<file path="config.mk">
export PLATFORM = sky130hd
export DESIGN_NAME = rsi_top
export DESIGN_NICKNAME = d
export VERILOG_FILES = /design/src/hdl/rsi_pkg.sv /design/src/hdl/rsi_top.sv
export SDC_FILE = /design/constraint.sdc
export NUM_CORES = 1
export LEC_CHECK = 0
export ABC_CLOCK_PERIOD_IN_PS = 2280
export BUFFER_PORTS_ARGS = -buffer_cell sky130_fd_sc_hd__buf_4
export CAP_MARGIN = 20
export CORE_ASPECT_RATIO = 0.7
export CORE_MARGIN = 1.5
export CORE_UTILIZATION = 40
export CTS_BUF_LIST = sky130_fd_sc_hd__clkbuf_16
export DETAILED_ROUTE_END_ITERATION = 8
export PLACE_DENSITY = 0.68
export RECOVER_POWER = 50
export SLEW_MARGIN = 25
export SYNTH_ARGS = -nofsm -noshare
export SYNTH_HDL_FRONTEND = slang
export SYNTH_SLANG_ARGS = --single-unit
</file>
<file path="constraint.sdc">
create_clock -name clk -period 2.28 [get_ports clk]
set_clock_uncertainty 0.05 [all_clocks]
set_input_delay 0.684 -clock clk [delete_from_list [all_inputs] [get_ports clk]]
set_output_delay 0.684 -clock clk [all_outputs]
set_load 0.005 [all_outputs]
</file>
<file path="src/hdl/rsi_pkg.sv">
`default_nettype none
package rsi_pkg;
    // ----------------------------------------
    // register map (byte addresses)
    // ----------------------------------------
    localparam logic [7:0] RSI_OFF_CMD = 8'h00;
    localparam logic [7:0] RSI_OFF_CTRL = 8'h04;
    localparam logic [7:0] RSI_OFF_STATUS = 8'h08;
    localparam logic [7:0] RSI_OFF_IRQ_STAT = 8'h0C;
    localparam logic [7:0] RSI_OFF_IRQ_MASK = 8'h10;

    // ----------------------------------------
    // field positions
    // ----------------------------------------
    localparam int RSI_CMD_SERVO_ON = 0;
    localparam int RSI_CMD_SERVO_OFF = 1;
    localparam int RSI_CMD_ALARM_RST = 2;
    localparam int RSI_CMD_START = 3;
    localparam int RSI_CMD_STOP = 4;
    localparam int RSI_CTRL_BRAKE = 0;
    localparam int RSI_CTRL_W = 1;
    localparam int RSI_EVT_SKIP = 0;
    localparam int RSI_EVT_DOOR = 1;
    localparam int RSI_EVT_ENAB = 2;
    localparam int RSI_EVT_KEY = 3;
    localparam int RSI_EVT_REFUSE = 4;
    localparam int RSI_EVT_W = 5;

    // ----------------------------------------
    // reset values
    // ----------------------------------------
    localparam logic [RSI_CTRL_W-1:0] RSI_CTRL_RST = 1'h0;
    localparam logic [RSI_EVT_W-1:0] RSI_IRQ_MASK_RST = 5'h00;
    localparam logic [RSI_EVT_W-1:0] RSI_IRQ_STAT_RST = 5'h00;
    localparam int RSI_SYNC_STAGES = 2;

    // switch inputs, high = contact closed / switch pressed
    typedef struct packed {
        logic skip;
        logic door_a;
        logic door_b;
        logic enab_a;
        logic enab_b;
        logic key_a;
        logic key_b;
        logic pend_en;
        logic pend_sw;
    } rsi_sw_t;
endpackage : rsi_pkg
`default_nettype wire

</file>
<file path="src/hdl/rsi_top.sv">
// Operation
// - an active special stop input stops robot motion
// - door open stops the robot unless teaching permissions apply
// - door open in automatic drops servo and stops; it raises error only if servo was on
// - recovery order: close door, reset alarm, servo on, restart
// - teaching with door open may still servo on and jog
// - door open: servo on needs pendant switch and enabling device held
// - releasing the enabling device drops servo power at once
// - enabling device released refuses brake release, and servo on with door open
// - manual, door closed: servo on from the pendant alone
// - manual, pendant enabled, switch on, enabling closed: jog, any door
// - enabling open: jog in manual only with door closed
// - brake release needs manual, pendant enabled, both switches held
// - automatic only in auto mode, pendant disabled, door closed
// - mode follows key lines only when they agree, else key fault
`default_nettype none
module rsi_top (
    input wire logic clk,
    input wire logic rst,
    input wire logic psel,
    input wire logic penable,
    input wire logic pwrite,
    input wire logic [7:0] paddr,
    input wire logic [31:0] pwdata,
    output logic [31:0] prdata,
    output logic pready,
    output logic pslverr,
    input wire rsi_pkg::rsi_sw_t sw_in,
    output logic servo_power,
    output logic brake_release,
    output logic motion_stop,
    output logic robot_error,
    output logic mode_auto,
    output logic jog_permit,
    output logic auto_running,
    output logic key_fault,
    output logic irq
);
    import rsi_pkg::*;

    // ----------------------------------------
    // input synchroniser
    // ----------------------------------------
    localparam int SW_W = $bits(rsi_sw_t);
    logic [SW_W-1:0] sync_q [RSI_SYNC_STAGES];
    logic [SW_W-1:0] sync_d [RSI_SYNC_STAGES];
    rsi_sw_t sw;

    always_comb begin
        sync_d[0] = sw_in;
        for (int i = 1; i < RSI_SYNC_STAGES; i++) begin
            sync_d[i] = sync_q[i-1];
        end
    end

    always_ff @(posedge clk or posedge rst) begin
        if (rst) begin
            for (int i = 0; i < RSI_SYNC_STAGES; i++) begin
                sync_q[i] <= '0;
            end
        end else begin
            sync_q <= sync_d;
        end
    end

    assign sw = rsi_sw_t'(sync_q[RSI_SYNC_STAGES-1]);

    // ----------------------------------------
    // state registers
    // ----------------------------------------
    // declared early: permissions and status words read them
    logic servo_q, servo_d, brake_q, brake_d, motion_q, motion_d;
    logic error_q, error_d, mode_q, mode_d, jog_q, jog_d;
    logic auto_q, auto_d, keyf_q, keyf_d, enab_prev_q, skip_prev_q;
    logic [RSI_EVT_W-1:0] stat_q, stat_d, evt;
    logic irq_q, irq_d;

    // ----------------------------------------
    // decoded permissions
    // ----------------------------------------
    // dual-line door and enabling inputs: a single open line counts as open, the safe reading
    logic door_ok, enab_ok, keys_agree, teach_ok, jog_ok, auto_ok, servo_ok;

    always_comb begin
        door_ok = sw.door_a & sw.door_b;
        enab_ok = sw.enab_a & sw.enab_b;
        keys_agree = sw.key_a == sw.key_b;
        teach_ok = !mode_q & sw.pend_en & sw.pend_sw;
        jog_ok = teach_ok & (enab_ok | door_ok);
        auto_ok = mode_q & !sw.pend_en & door_ok;
        if (mode_q) begin
            servo_ok = !error_q & door_ok & !sw.pend_en;
        end else if (door_ok) begin
            servo_ok = !error_q & sw.pend_en;
        end else begin
            servo_ok = !error_q & sw.pend_en & sw.pend_sw & enab_ok;
        end
    end

    // ----------------------------------------
    // apb slave
    // ----------------------------------------
    logic [31:0] prdata_q, prdata_d;
    logic pready_q, pready_d, pslverr_q, pslverr_d;
    logic [RSI_CTRL_W-1:0] ctrl_q, ctrl_d;
    logic [RSI_EVT_W-1:0] mask_q, mask_d;
    logic wr, mapped;
    logic [4:0] cmd;
    logic [RSI_EVT_W-1:0] w1c;
    logic [31:0] status;

    always_comb begin
        wr = psel & penable & pready_q & pwrite;
        mapped = paddr inside {RSI_OFF_CMD, RSI_OFF_CTRL, RSI_OFF_STATUS, RSI_OFF_IRQ_STAT, RSI_OFF_IRQ_MASK};
        cmd = (wr && paddr == RSI_OFF_CMD) ? pwdata[4:0] : 5'h00;
        w1c = (wr && paddr == RSI_OFF_IRQ_STAT) ? pwdata[RSI_EVT_W-1:0] : '0;
        ctrl_d = (wr && paddr == RSI_OFF_CTRL) ? pwdata[RSI_CTRL_W-1:0] : ctrl_q;
        mask_d = (wr && paddr == RSI_OFF_IRQ_MASK) ? pwdata[RSI_EVT_W-1:0] : mask_q;
        status = {22'h0, motion_q, enab_ok, door_ok, keyf_q, error_q,
                  mode_q, auto_q, jog_q, brake_q, servo_q};
        // answer is prepared in setup, so every access completes in one cycle
        pready_d = psel & !penable;
        pslverr_d = psel & !penable & !mapped;
        prdata_d = prdata_q;
        if (psel && !penable) begin
            unique case (paddr)
                RSI_OFF_CTRL: prdata_d = 32'(ctrl_q);
                RSI_OFF_STATUS: prdata_d = status;
                RSI_OFF_IRQ_STAT: prdata_d = 32'(stat_q);
                RSI_OFF_IRQ_MASK: prdata_d = 32'(mask_q);
                default: prdata_d = 32'h00000000;
            endcase
        end
    end

    always_ff @(posedge clk or posedge rst) begin
        if (rst) begin
            prdata_q <= 32'h00000000;
            pready_q <= 1'b0;
            pslverr_q <= 1'b0;
            ctrl_q <= RSI_CTRL_RST;
            mask_q <= RSI_IRQ_MASK_RST;
        end else begin
            prdata_q <= prdata_d;
            pready_q <= pready_d;
            pslverr_q <= pslverr_d;
            ctrl_q <= ctrl_d;
            mask_q <= mask_d;
        end
    end

    // ----------------------------------------
    // interlock state
    // ----------------------------------------
    logic enab_fall, door_trip, refuse;

    always_comb begin
        enab_fall = enab_prev_q & !enab_ok;
        door_trip = mode_q & !door_ok & (servo_q | auto_q);
        refuse = cmd[RSI_CMD_SERVO_ON] & !servo_ok;
        // key lines disagreeing hold the mode and flag a fault
        mode_d = keys_agree ? sw.key_a : mode_q;
        keyf_d = !keys_agree;
        error_d = error_q;
        if (cmd[RSI_CMD_ALARM_RST] && door_ok && keys_agree) begin
            error_d = 1'b0;
        end
        if (door_trip || !keys_agree) begin
            error_d = 1'b1;
        end
        servo_d = servo_q;
        if (cmd[RSI_CMD_SERVO_ON] && servo_ok) begin
            servo_d = 1'b1;
        end
        // a drop always beats a request arriving in the same cycle
        if (cmd[RSI_CMD_SERVO_OFF] || enab_fall || error_d || mode_d != mode_q) begin
            servo_d = 1'b0;
        end
        if (mode_q ? !door_ok : (!door_ok && !enab_ok)) begin
            servo_d = 1'b0;
        end
        auto_d = auto_q;
        if (cmd[RSI_CMD_START] && servo_q && auto_ok && !error_q && !sw.skip) begin
            auto_d = 1'b1;
        end
        if (cmd[RSI_CMD_STOP] || !auto_ok || !servo_d || sw.skip) begin
            auto_d = 1'b0;
        end
        brake_d = ctrl_q[RSI_CTRL_BRAKE] & teach_ok & enab_ok;
        jog_d = jog_ok;
        motion_d = sw.skip | error_d | (mode_q & !door_ok) | (!mode_q & !jog_ok);
    end

    always_ff @(posedge clk or posedge rst) begin
        if (rst) begin
            servo_q <= 1'b0;
            brake_q <= 1'b0;
            motion_q <= 1'b1;
            error_q <= 1'b0;
            mode_q <= 1'b0;
            jog_q <= 1'b0;
            auto_q <= 1'b0;
            keyf_q <= 1'b0;
            enab_prev_q <= 1'b0;
            skip_prev_q <= 1'b0;
        end else begin
            servo_q <= servo_d;
            brake_q <= brake_d;
            motion_q <= motion_d;
            error_q <= error_d;
            mode_q <= mode_d;
            jog_q <= jog_d;
            auto_q <= auto_d;
            keyf_q <= keyf_d;
            enab_prev_q <= enab_ok;
            skip_prev_q <= sw.skip;
        end
    end

    // ----------------------------------------
    // interrupts
    // ----------------------------------------
    always_comb begin
        evt = '0;
        evt[RSI_EVT_SKIP] = sw.skip & !skip_prev_q;
        evt[RSI_EVT_DOOR] = door_trip;
        evt[RSI_EVT_ENAB] = enab_fall & servo_q;
        evt[RSI_EVT_KEY] = !keys_agree & !keyf_q;
        evt[RSI_EVT_REFUSE] = refuse;
        // set wins over a same-cycle clear
        stat_d = (stat_q & ~w1c) | evt;
        irq_d = |(stat_d & mask_d);
    end

    always_ff @(posedge clk or posedge rst) begin
        if (rst) begin
            stat_q <= RSI_IRQ_STAT_RST;
            irq_q <= 1'b0;
        end else begin
            stat_q <= stat_d;
            irq_q <= irq_d;
        end
    end

    assign prdata = prdata_q;
    assign pready = pready_q;
    assign pslverr = pslverr_q;
    assign servo_power = servo_q;
    assign brake_release = brake_q;
    assign motion_stop = motion_q;
    assign robot_error = error_q;
    assign mode_auto = mode_q;
    assign jog_permit = jog_q;
    assign auto_running = auto_q;
    assign key_fault = keyf_q;
    assign irq = irq_q;

    // ----------------------------------------
    // checks
    // ----------------------------------------
    a_skip_stops: assert property (@(posedge clk) disable iff (rst)
        sw.skip |=> motion_q && !auto_q)
        else $error("special stop did not stop motion");

    a_door_auto_trip: assert property (@(posedge clk) disable iff (rst)
        (mode_q && !door_ok && servo_q) |=> (!servo_q && error_q && motion_q))
        else $error("door open in automatic not handled");

    a_alarm_needs_door: assert property (@(posedge clk) disable iff (rst)
        $fell(error_q) |-> $past(door_ok))
        else $error("alarm cleared with door open");

    a_open_servo_on: assert property (@(posedge clk) disable iff (rst)
        ($rose(servo_q) && !$past(door_ok) && !$past(mode_q)) |-> $past(enab_ok && sw.pend_sw))
        else $error("servo on with door open lacked both switches");

    a_enab_release_off: assert property (@(posedge clk) disable iff (rst)
        (enab_prev_q && !enab_ok) |=> !servo_q)
        else $error("servo stayed on after enabling release");

    a_jog_door_needed: assert property (@(posedge clk) disable iff (rst)
        (jog_q && !$past(enab_ok)) |-> $past(door_ok && teach_ok))
        else $error("jog permitted with enabling and door open");

    a_brake_needs_enab: assert property (@(posedge clk) disable iff (rst)
        brake_q |-> $past(enab_ok && teach_ok))
        else $error("brake released without switches held");

    a_auto_door_closed: assert property (@(posedge clk) disable iff (rst)
        (auto_q && !door_ok) |=> !auto_q)
        else $error("automatic kept running with door open");

    a_key_fault_hold: assert property (@(posedge clk) disable iff (rst)
        (sw.key_a != sw.key_b) |=> (keyf_q && robot_error && $stable(mode_q)))
        else $error("key line fault not flagged or mode moved");

    a_irq_level: assert property (@(posedge clk) disable iff (rst)
        irq_q == |(stat_q & mask_q))
        else $error("interrupt high without unmasked status");
endmodule // rsi_top
`default_nettype wire

</file>
## Word level (Yosys, flattened, before mapping)

Cells that the tools add are included.

- Bitwise operators: 36
- Equal/unequal tests: 6
- Muxes and demuxes: 15
- Reductions and logical operators: 39

Operators with widths:

| kind | count |
|---|---|
| $pmux 10 s4 | 1 |
| $and 1x1->1 | 27 |
| $eq 8x4->1 const B | 2 |
| $logic_not 1->1 | 15 |
| $mux 5 | 3 |
| $logic_and 1x1->1 | 13 |
| $mux 1 | 11 |
| $and 5x5->5 | 2 |
| $eq 8x3->1 const B | 1 |
| $eq 8x5->1 const B | 1 |
| $logic_not 8->1 | 1 |
| $logic_or 1x1->1 | 7 |
| $not 5->5 | 1 |
| $or 1x1->1 | 5 |
| $or 5x5->5 | 1 |
| $reduce_bool 5->1 | 1 |
| $reduce_or 5->1 | 1 |
| $reduce_bool 2->1 | 1 |
| $eq 1x1->1 | 1 |
| $ne 1x1->1 | 1 |

- Word-level logic and storage cells: 115
- Flip-flop bits (word level): 74
- Input bits: 54
- Output and inout bits: 43

## Longest topological paths before layout

- Depth in word-level cells: 17
- Mapped depth: 7
- Depth with buffers taken out: 6

## Least setup slack after synthesis

OpenSTA, ideal clock, no wires.

- Path type: input to register
- From: input port paddr[2]
- To: register irq_q (netlist: irq)
- Slack: -0.283 ns
- Arrival time: 2.385 ns
- Library setup time: 0.129 ns
- Path buffers: 2
- Required time: 2.101 ns
- Stages: 7
- Cells stage by stage: clkbuf_2 nor3b_2 and4_1 clkbuf_1 mux2_2 a22o_1 a2111o_1

- Elaborated cells on any way between the ends: 15
- Those cells by class: eq/ne (2); mux (3); bitwise (5); reduce/logical (5)

RTL lines:

| element | line | source |
|---|---|---|
| start: declaration | rsi_top.sv:23 | `input wire logic [7:0] paddr,` |
| $eq 8x5->1 | rsi_top.sv:118 | `mask_d = (wr && paddr == RSI_OFF_IRQ_MASK) ? pwdata[RSI_EVT_W-1:0] : mask_q;` |
| $logic_and 1x1->1 | rsi_top.sv:118 |  |
| $mux 5 | rsi_top.sv:118 |  |
| net mask_d[3] | rsi_top.sv:106 | `logic [RSI_EVT_W-1:0] mask_q, mask_d;` |
| $and 5x5->5 | rsi_top.sv:232 | `irq_d = \|(stat_d & mask_d);` |
| $reduce_or 5->1 | rsi_top.sv:232 |  |
| net irq_d | rsi_top.sv:76 | `logic irq_q, irq_d;` |
| end signal: assignment | rsi_top.sv:241 | `irq_q <= irq_d;` |
| end: declaration | rsi_top.sv:76 |  |

The timed path passes the listed nets, and every way through them passes these cells.
A chain may end at the register's enable or synchronous reset.

## Worst setup path after layout

- From: input port paddr[0]
- To: register irq_q (netlist: irq)

- Longest elaborated chain between the ends: 8
- Elaborated cells on any way between the ends: 15
- Those cells by class: eq/ne (2); mux (3); bitwise (5); reduce/logical (5)

Ends and longest elaborated chain:

| element | line | source |
|---|---|---|
| $eq 8x4->1 | rsi_top.sv:116 | `w1c = (wr && paddr == RSI_OFF_IRQ_STAT) ? pwdata[RSI_EVT_W-1:0] : '0;` |
| $logic_and 1x1->1 | rsi_top.sv:116 |  |
| $mux 5 | rsi_top.sv:116 |  |
| $not 5->5 | rsi_top.sv:231 | `stat_d = (stat_q & ~w1c) \| evt;` |
| $and 5x5->5 | rsi_top.sv:231 |  |
| $or 5x5->5 | rsi_top.sv:231 |  |
| $and 5x5->5 (*) | rsi_top.sv:232 |  |
| $reduce_or 5->1 (*) | rsi_top.sv:232 |  |
| net irq_d | rsi_top.sv:76 |  |

The timed path passes the listed nets; every way through them passes the cells marked *.

==> Flow_metrics.wiki <==
{| class="wikitable"
! Metric !! Value
|-
| Upper clock frequency limit || 430 MHz
|-
| VDD IR max || around 0.47 mV
|-
| # setup viols final || 1
|-
| Die area || 0.00617 mm^2
|-
| # port buffers || 47
|-
| Remaining Overflow, GRT || 0
|-
| Most area-consuming cells after synthesis || sky130_fd_sc_hd__dfrtp_1 (56%), sky130_fd_sc_hd__buf_4 (7.6%), sky130_fd_sc_hd__nand2_1 (3.6%)
|-
| Detailed Place HPWL || 3.89 mm
|-
| Layout overhead on the synthesized area || 30.2%
|-
| Violated checks || negative setup slack
|-
| Period utilization || 102%
|-
| Number of buffers inserted during clock tree synthesis || 5
|-
| GRT Total Usage || 17.5%
|-
| Via-to-Cell Ratio || 4.95
|-
| ANT cells || 0
|-
| Synth warnings || 0
|-
| Number of enable-type register cells in the synthesized netlist || 0
|-
| Setup repair after global routing missed its margin || true
|-
| Outcome || finished with violations
|-
| FP Rows || 22
|-
| Number of antenna violations at the first check in global routing || 0
|-
| Final setup margin || -0.0446 ns
|-
| Number of DRC markers after the initial detailed-route iteration || between 90 and 100
|-
| Initial cell density of the core || a little over two fifths
|-
| Met2 track utilization from global routing || 25.6%
|-
| Number of placed I/O pins || 97
|-
| Number of distinct library cells after synthesis || 45
|-
| Power consumption || 1.89 mW
|-
| Post-synthesis sequential area ratio || 57.1%
|-
| Maximum clock insertion buffer count || 2
|-
| TritonCTS clock tree || done
|-
| Syn Inst Count || ~210
|-
| Final routed wire length divided by cell count || 14.9 um
|-
| DRC Markers || 0
|-
| Clock-pin slew of the registers on the worst-case setup and hold paths || 0.07 ns
|-
| Hold buffer count at CTS || 0
|-
| Layout net count || 328
|-
| Top FF cell, synth || sky130_fd_sc_hd__dfrtp_1
|-
| CTS sink cnt || 52
|-
| Synth Cell Area || 0.00228 mm^2
|-
| Hold violation count in the final report || 0
|-
| WS Path Type || in -> reg
|-
| Worst setup slack before clock tree synthesis || -0.334 ns
|-
| Slew at the pin closest to its max-slew limit || 0.722 ns
|-
| First-pass detailed-route iteration total || 4
|-
| Std-Cell Core Area || 0.00537 mm^2
|-
| Path category of the worst min-delay check || reg -> reg
|-
| Post-route ant nets || 0
|-
| GR met3 Demand/Resource || 5.06%
|-
| Global placement routability congestion || 0.922
|-
| Share of cells above drive strength 1 || 33.5%
|-
| Number of global-route vias before repair || 1559
|-
| Chip width || 93.3 um
|-
| Minimum clock period || 2.32 ns
|-
| Routed wire length || 5.17 mm
|-
| Flops & latches, synth || 52
|-
| Worst-Skew Late Latency || just under 0.3 ns
|-
| Required time reported for the critical path endpoint || roughly 2.4 ns
|-
| Power density over cell area || 635 mW/mm^2
|-
| Static leakage || 1.48 nW
|-
| Critical Path Slowest Stage Cell || sky130_fd_sc_hd__or4_4
|-
| Die height || 66.2 um
|-
| Max-cap violations || 0
|-
| Largest area contributor in the netlist || sky130_fd_sc_hd__dfrtp_1
|-
| Most Used Layer, Global Route || met1
|-
| Global-route wire length before repair || between 8 and 9 mm
|-
| Largest stage delay on the critical path || 0.58 ns
|-
| Synthesized area per cell || 11.0 um^2
|-
| Cells along the critical path || buf_6 > or4_4 > nor4_4 > buf_4 > a21boi_2 > o21a_1 > a2111o_1
|-
| Proportion of register bits with asynchronous set or reset after synthesis || 100%
|-
| Type of origin of the critical path || input port
|-
| Clock tree root driver cell || sky130_fd_sc_hd__clkbuf_16
|-
| Global routing usage on met1 || 26.7%
|-
| Headroom to the max-slew limit || roughly half
|-
| Routed vias || 1719
|-
| WP data arrival || approximately 2.4 ns
|-
| Worst-path maximum fanout || 4
|-
| Element type at the critical path end || flip-flop
|-
| Maximum level of the CTS H-tree || 2
|-
| Max-slew violations || 0
|-
| Area share of the largest cell type after synthesis || 56.0%
|-
| Pin count of the biggest net entering global routing || 25
|}
==> worst max-delay path: cells and delay by family <==
family | cells | cell delay, ns
AND/OR/NAND/NOR | 2 | 0.87
buffers and inverters | 2 | 0.27
AO/OA/AOI/OAI | 3 | 0.61
==> final cells by class <==
class	count	area, um^2
clock buffers	5	125
multi-input cells	138	883
clock inverters	3	27.5
flip-flops and latches	52	1300
repair buffers	67	504
well taps	72	90.1
fillers	483	2400
inverters	10	37.5
==> sequential cells by signal, indices dropped and copies added, names as in the netlist, 5 cells and up <==
| signal | flops |
|---|---|
| sync_d | 9 |
| prdata | 10 |
| stat_q | 5 |
| mask_q | 5 |
| sw | 9 |
==> Yosys cell counts (3+ instances only) <==
library cell               number
sky130_fd_sc_hd__dfrtp_1       51
sky130_fd_sc_hd__buf_4         23
sky130_fd_sc_hd__nand2_1       22
sky130_fd_sc_hd__o21ai_0       13
sky130_fd_sc_hd__inv_1         10
sky130_fd_sc_hd__nor2_1        10
sky130_fd_sc_hd__a21oi_1        8
sky130_fd_sc_hd__mux2_2         6
sky130_fd_sc_hd__a22o_1         5
sky130_fd_sc_hd__a22oi_1        4
sky130_fd_sc_hd__nand3_1        4
sky130_fd_sc_hd__and4_1         3
sky130_fd_sc_hd__clkbuf_1       3
sky130_fd_sc_hd__nand3b_1       3
sky130_fd_sc_hd__nand4_1        3
sky130_fd_sc_hd__nor3_1         3
sky130_fd_sc_hd__nor4_1         3
sky130_fd_sc_hd__o21a_1         3
==> worst paths after layout <==
path                            from  cells past startpoint   endpoint  slack, ns
max                         paddr[0]                      7        irq      -0.04
min                        sync_d[2]                      0      sw[2]       0.30
max reg2reg                   pready                      6        irq       0.28
min reg2reg                sync_d[2]                      0      sw[2]       0.30
max in group asynchronous        rst                      3  mask_q[2]       0.69
min in group asynchronous        rst                      2     ctrl_q       0.47
==> where the power goes <==
part / total, mW / internal (mW) / switching [mW] / leakage, nW
clock: 0.762 / 0.417 / 0.345 / 0.0719
combinational: 0.157 / 0.0728 / 0.0847 / 0.751
sequential: 0.967 / 0.947 / 0.0197 / 0.656
==> cells by family after synthesis <==
| group | count (synthesis) | share of synthesized area, % |
|---|---|---|
| flip-flops | 52 | 57.1 |
| other | 1 | 0.164 |
| multiplexers | 6 | 2.96 |
| AO/OA/AOI/OAI | 44 | 13.3 |
| buffers and inverters | 38 | 10.1 |
| AND/OR/NAND/NOR | 64 | 15.5 |
| XOR/XNOR | 2 | 0.768 |
==> cells in the final DEF, fill, tap and decap left out, types with 2 or more instances in the layout <==
cell type,synthesis,layout
sky130_fd_sc_hd__or2_2,2,2
sky130_fd_sc_hd__and3b_1,2,2
sky130_fd_sc_hd__a21boi_2,0,2
sky130_fd_sc_hd__nor2_1,10,10
sky130_fd_sc_hd__mux2_2,6,3
sky130_fd_sc_hd__inv_1,10,10
sky130_fd_sc_hd__a22o_1,5,5
sky130_fd_sc_hd__nor3_1,3,3
sky130_fd_sc_hd__o21ai_0,13,13
sky130_fd_sc_hd__conb_1,1,22
sky130_fd_sc_hd__buf_6,0,2
sky130_fd_sc_hd__xnor2_1,2,2
sky130_fd_sc_hd__nand3b_1,3,3
sky130_fd_sc_hd__nor4_1,3,2
sky130_fd_sc_hd__a21oi_1,8,8
sky130_fd_sc_hd__dfrtp_1,51,51
sky130_fd_sc_hd__nand3_1,4,4
sky130_fd_sc_hd__mux2_4,0,3
sky130_fd_sc_hd__buf_4,23,52
sky130_fd_sc_hd__a22oi_1,4,4
sky130_fd_sc_hd__o21a_1,3,3
sky130_fd_sc_hd__nand2_1,22,22
sky130_fd_sc_hd__clkbuf_4,0,11
sky130_fd_sc_hd__clkbuf_16,0,5
sky130_fd_sc_hd__nand4_1,3,3
sky130_fd_sc_hd__and4_1,3,3
==> metrics by stage <==
step	utilization (%)	hold WS, ns	setup TNS [ns]	cells	area, um^2
after floorplan	-	0.281	-0.0944	228	2400
after global placement	51.6	0.283	-0.445	338	2770
after detailed placement	51.6	0.287	-0.464	338	2770
after CTS	54.6	0.304	-0.0514	346	2930
after global routing	55.3	0.316	-0.0915	347	2970
final	55.3	0.301	-0.0446	347	2970
==> timing repair <==
item,CTS,global route
resized for setup,1,8
pin swaps,0,6
endpoints found under the hold margin,0,0
setup endpoints to repair,1,1
buffers inserted,0,1
==> per-layer routing <==
| layer | vias to the layer above | part of all wire [%] |
|---|---|---|
| met5 | - | 0 |
| met4 | 0 | 0 |
| met3 | 0 | 6.7 |
| met2 | 55 | 45 |
| met1 | 846 | 49 |
| li1 | 818 | - |
Note: power is estimated with default switching activity, not from simulation.
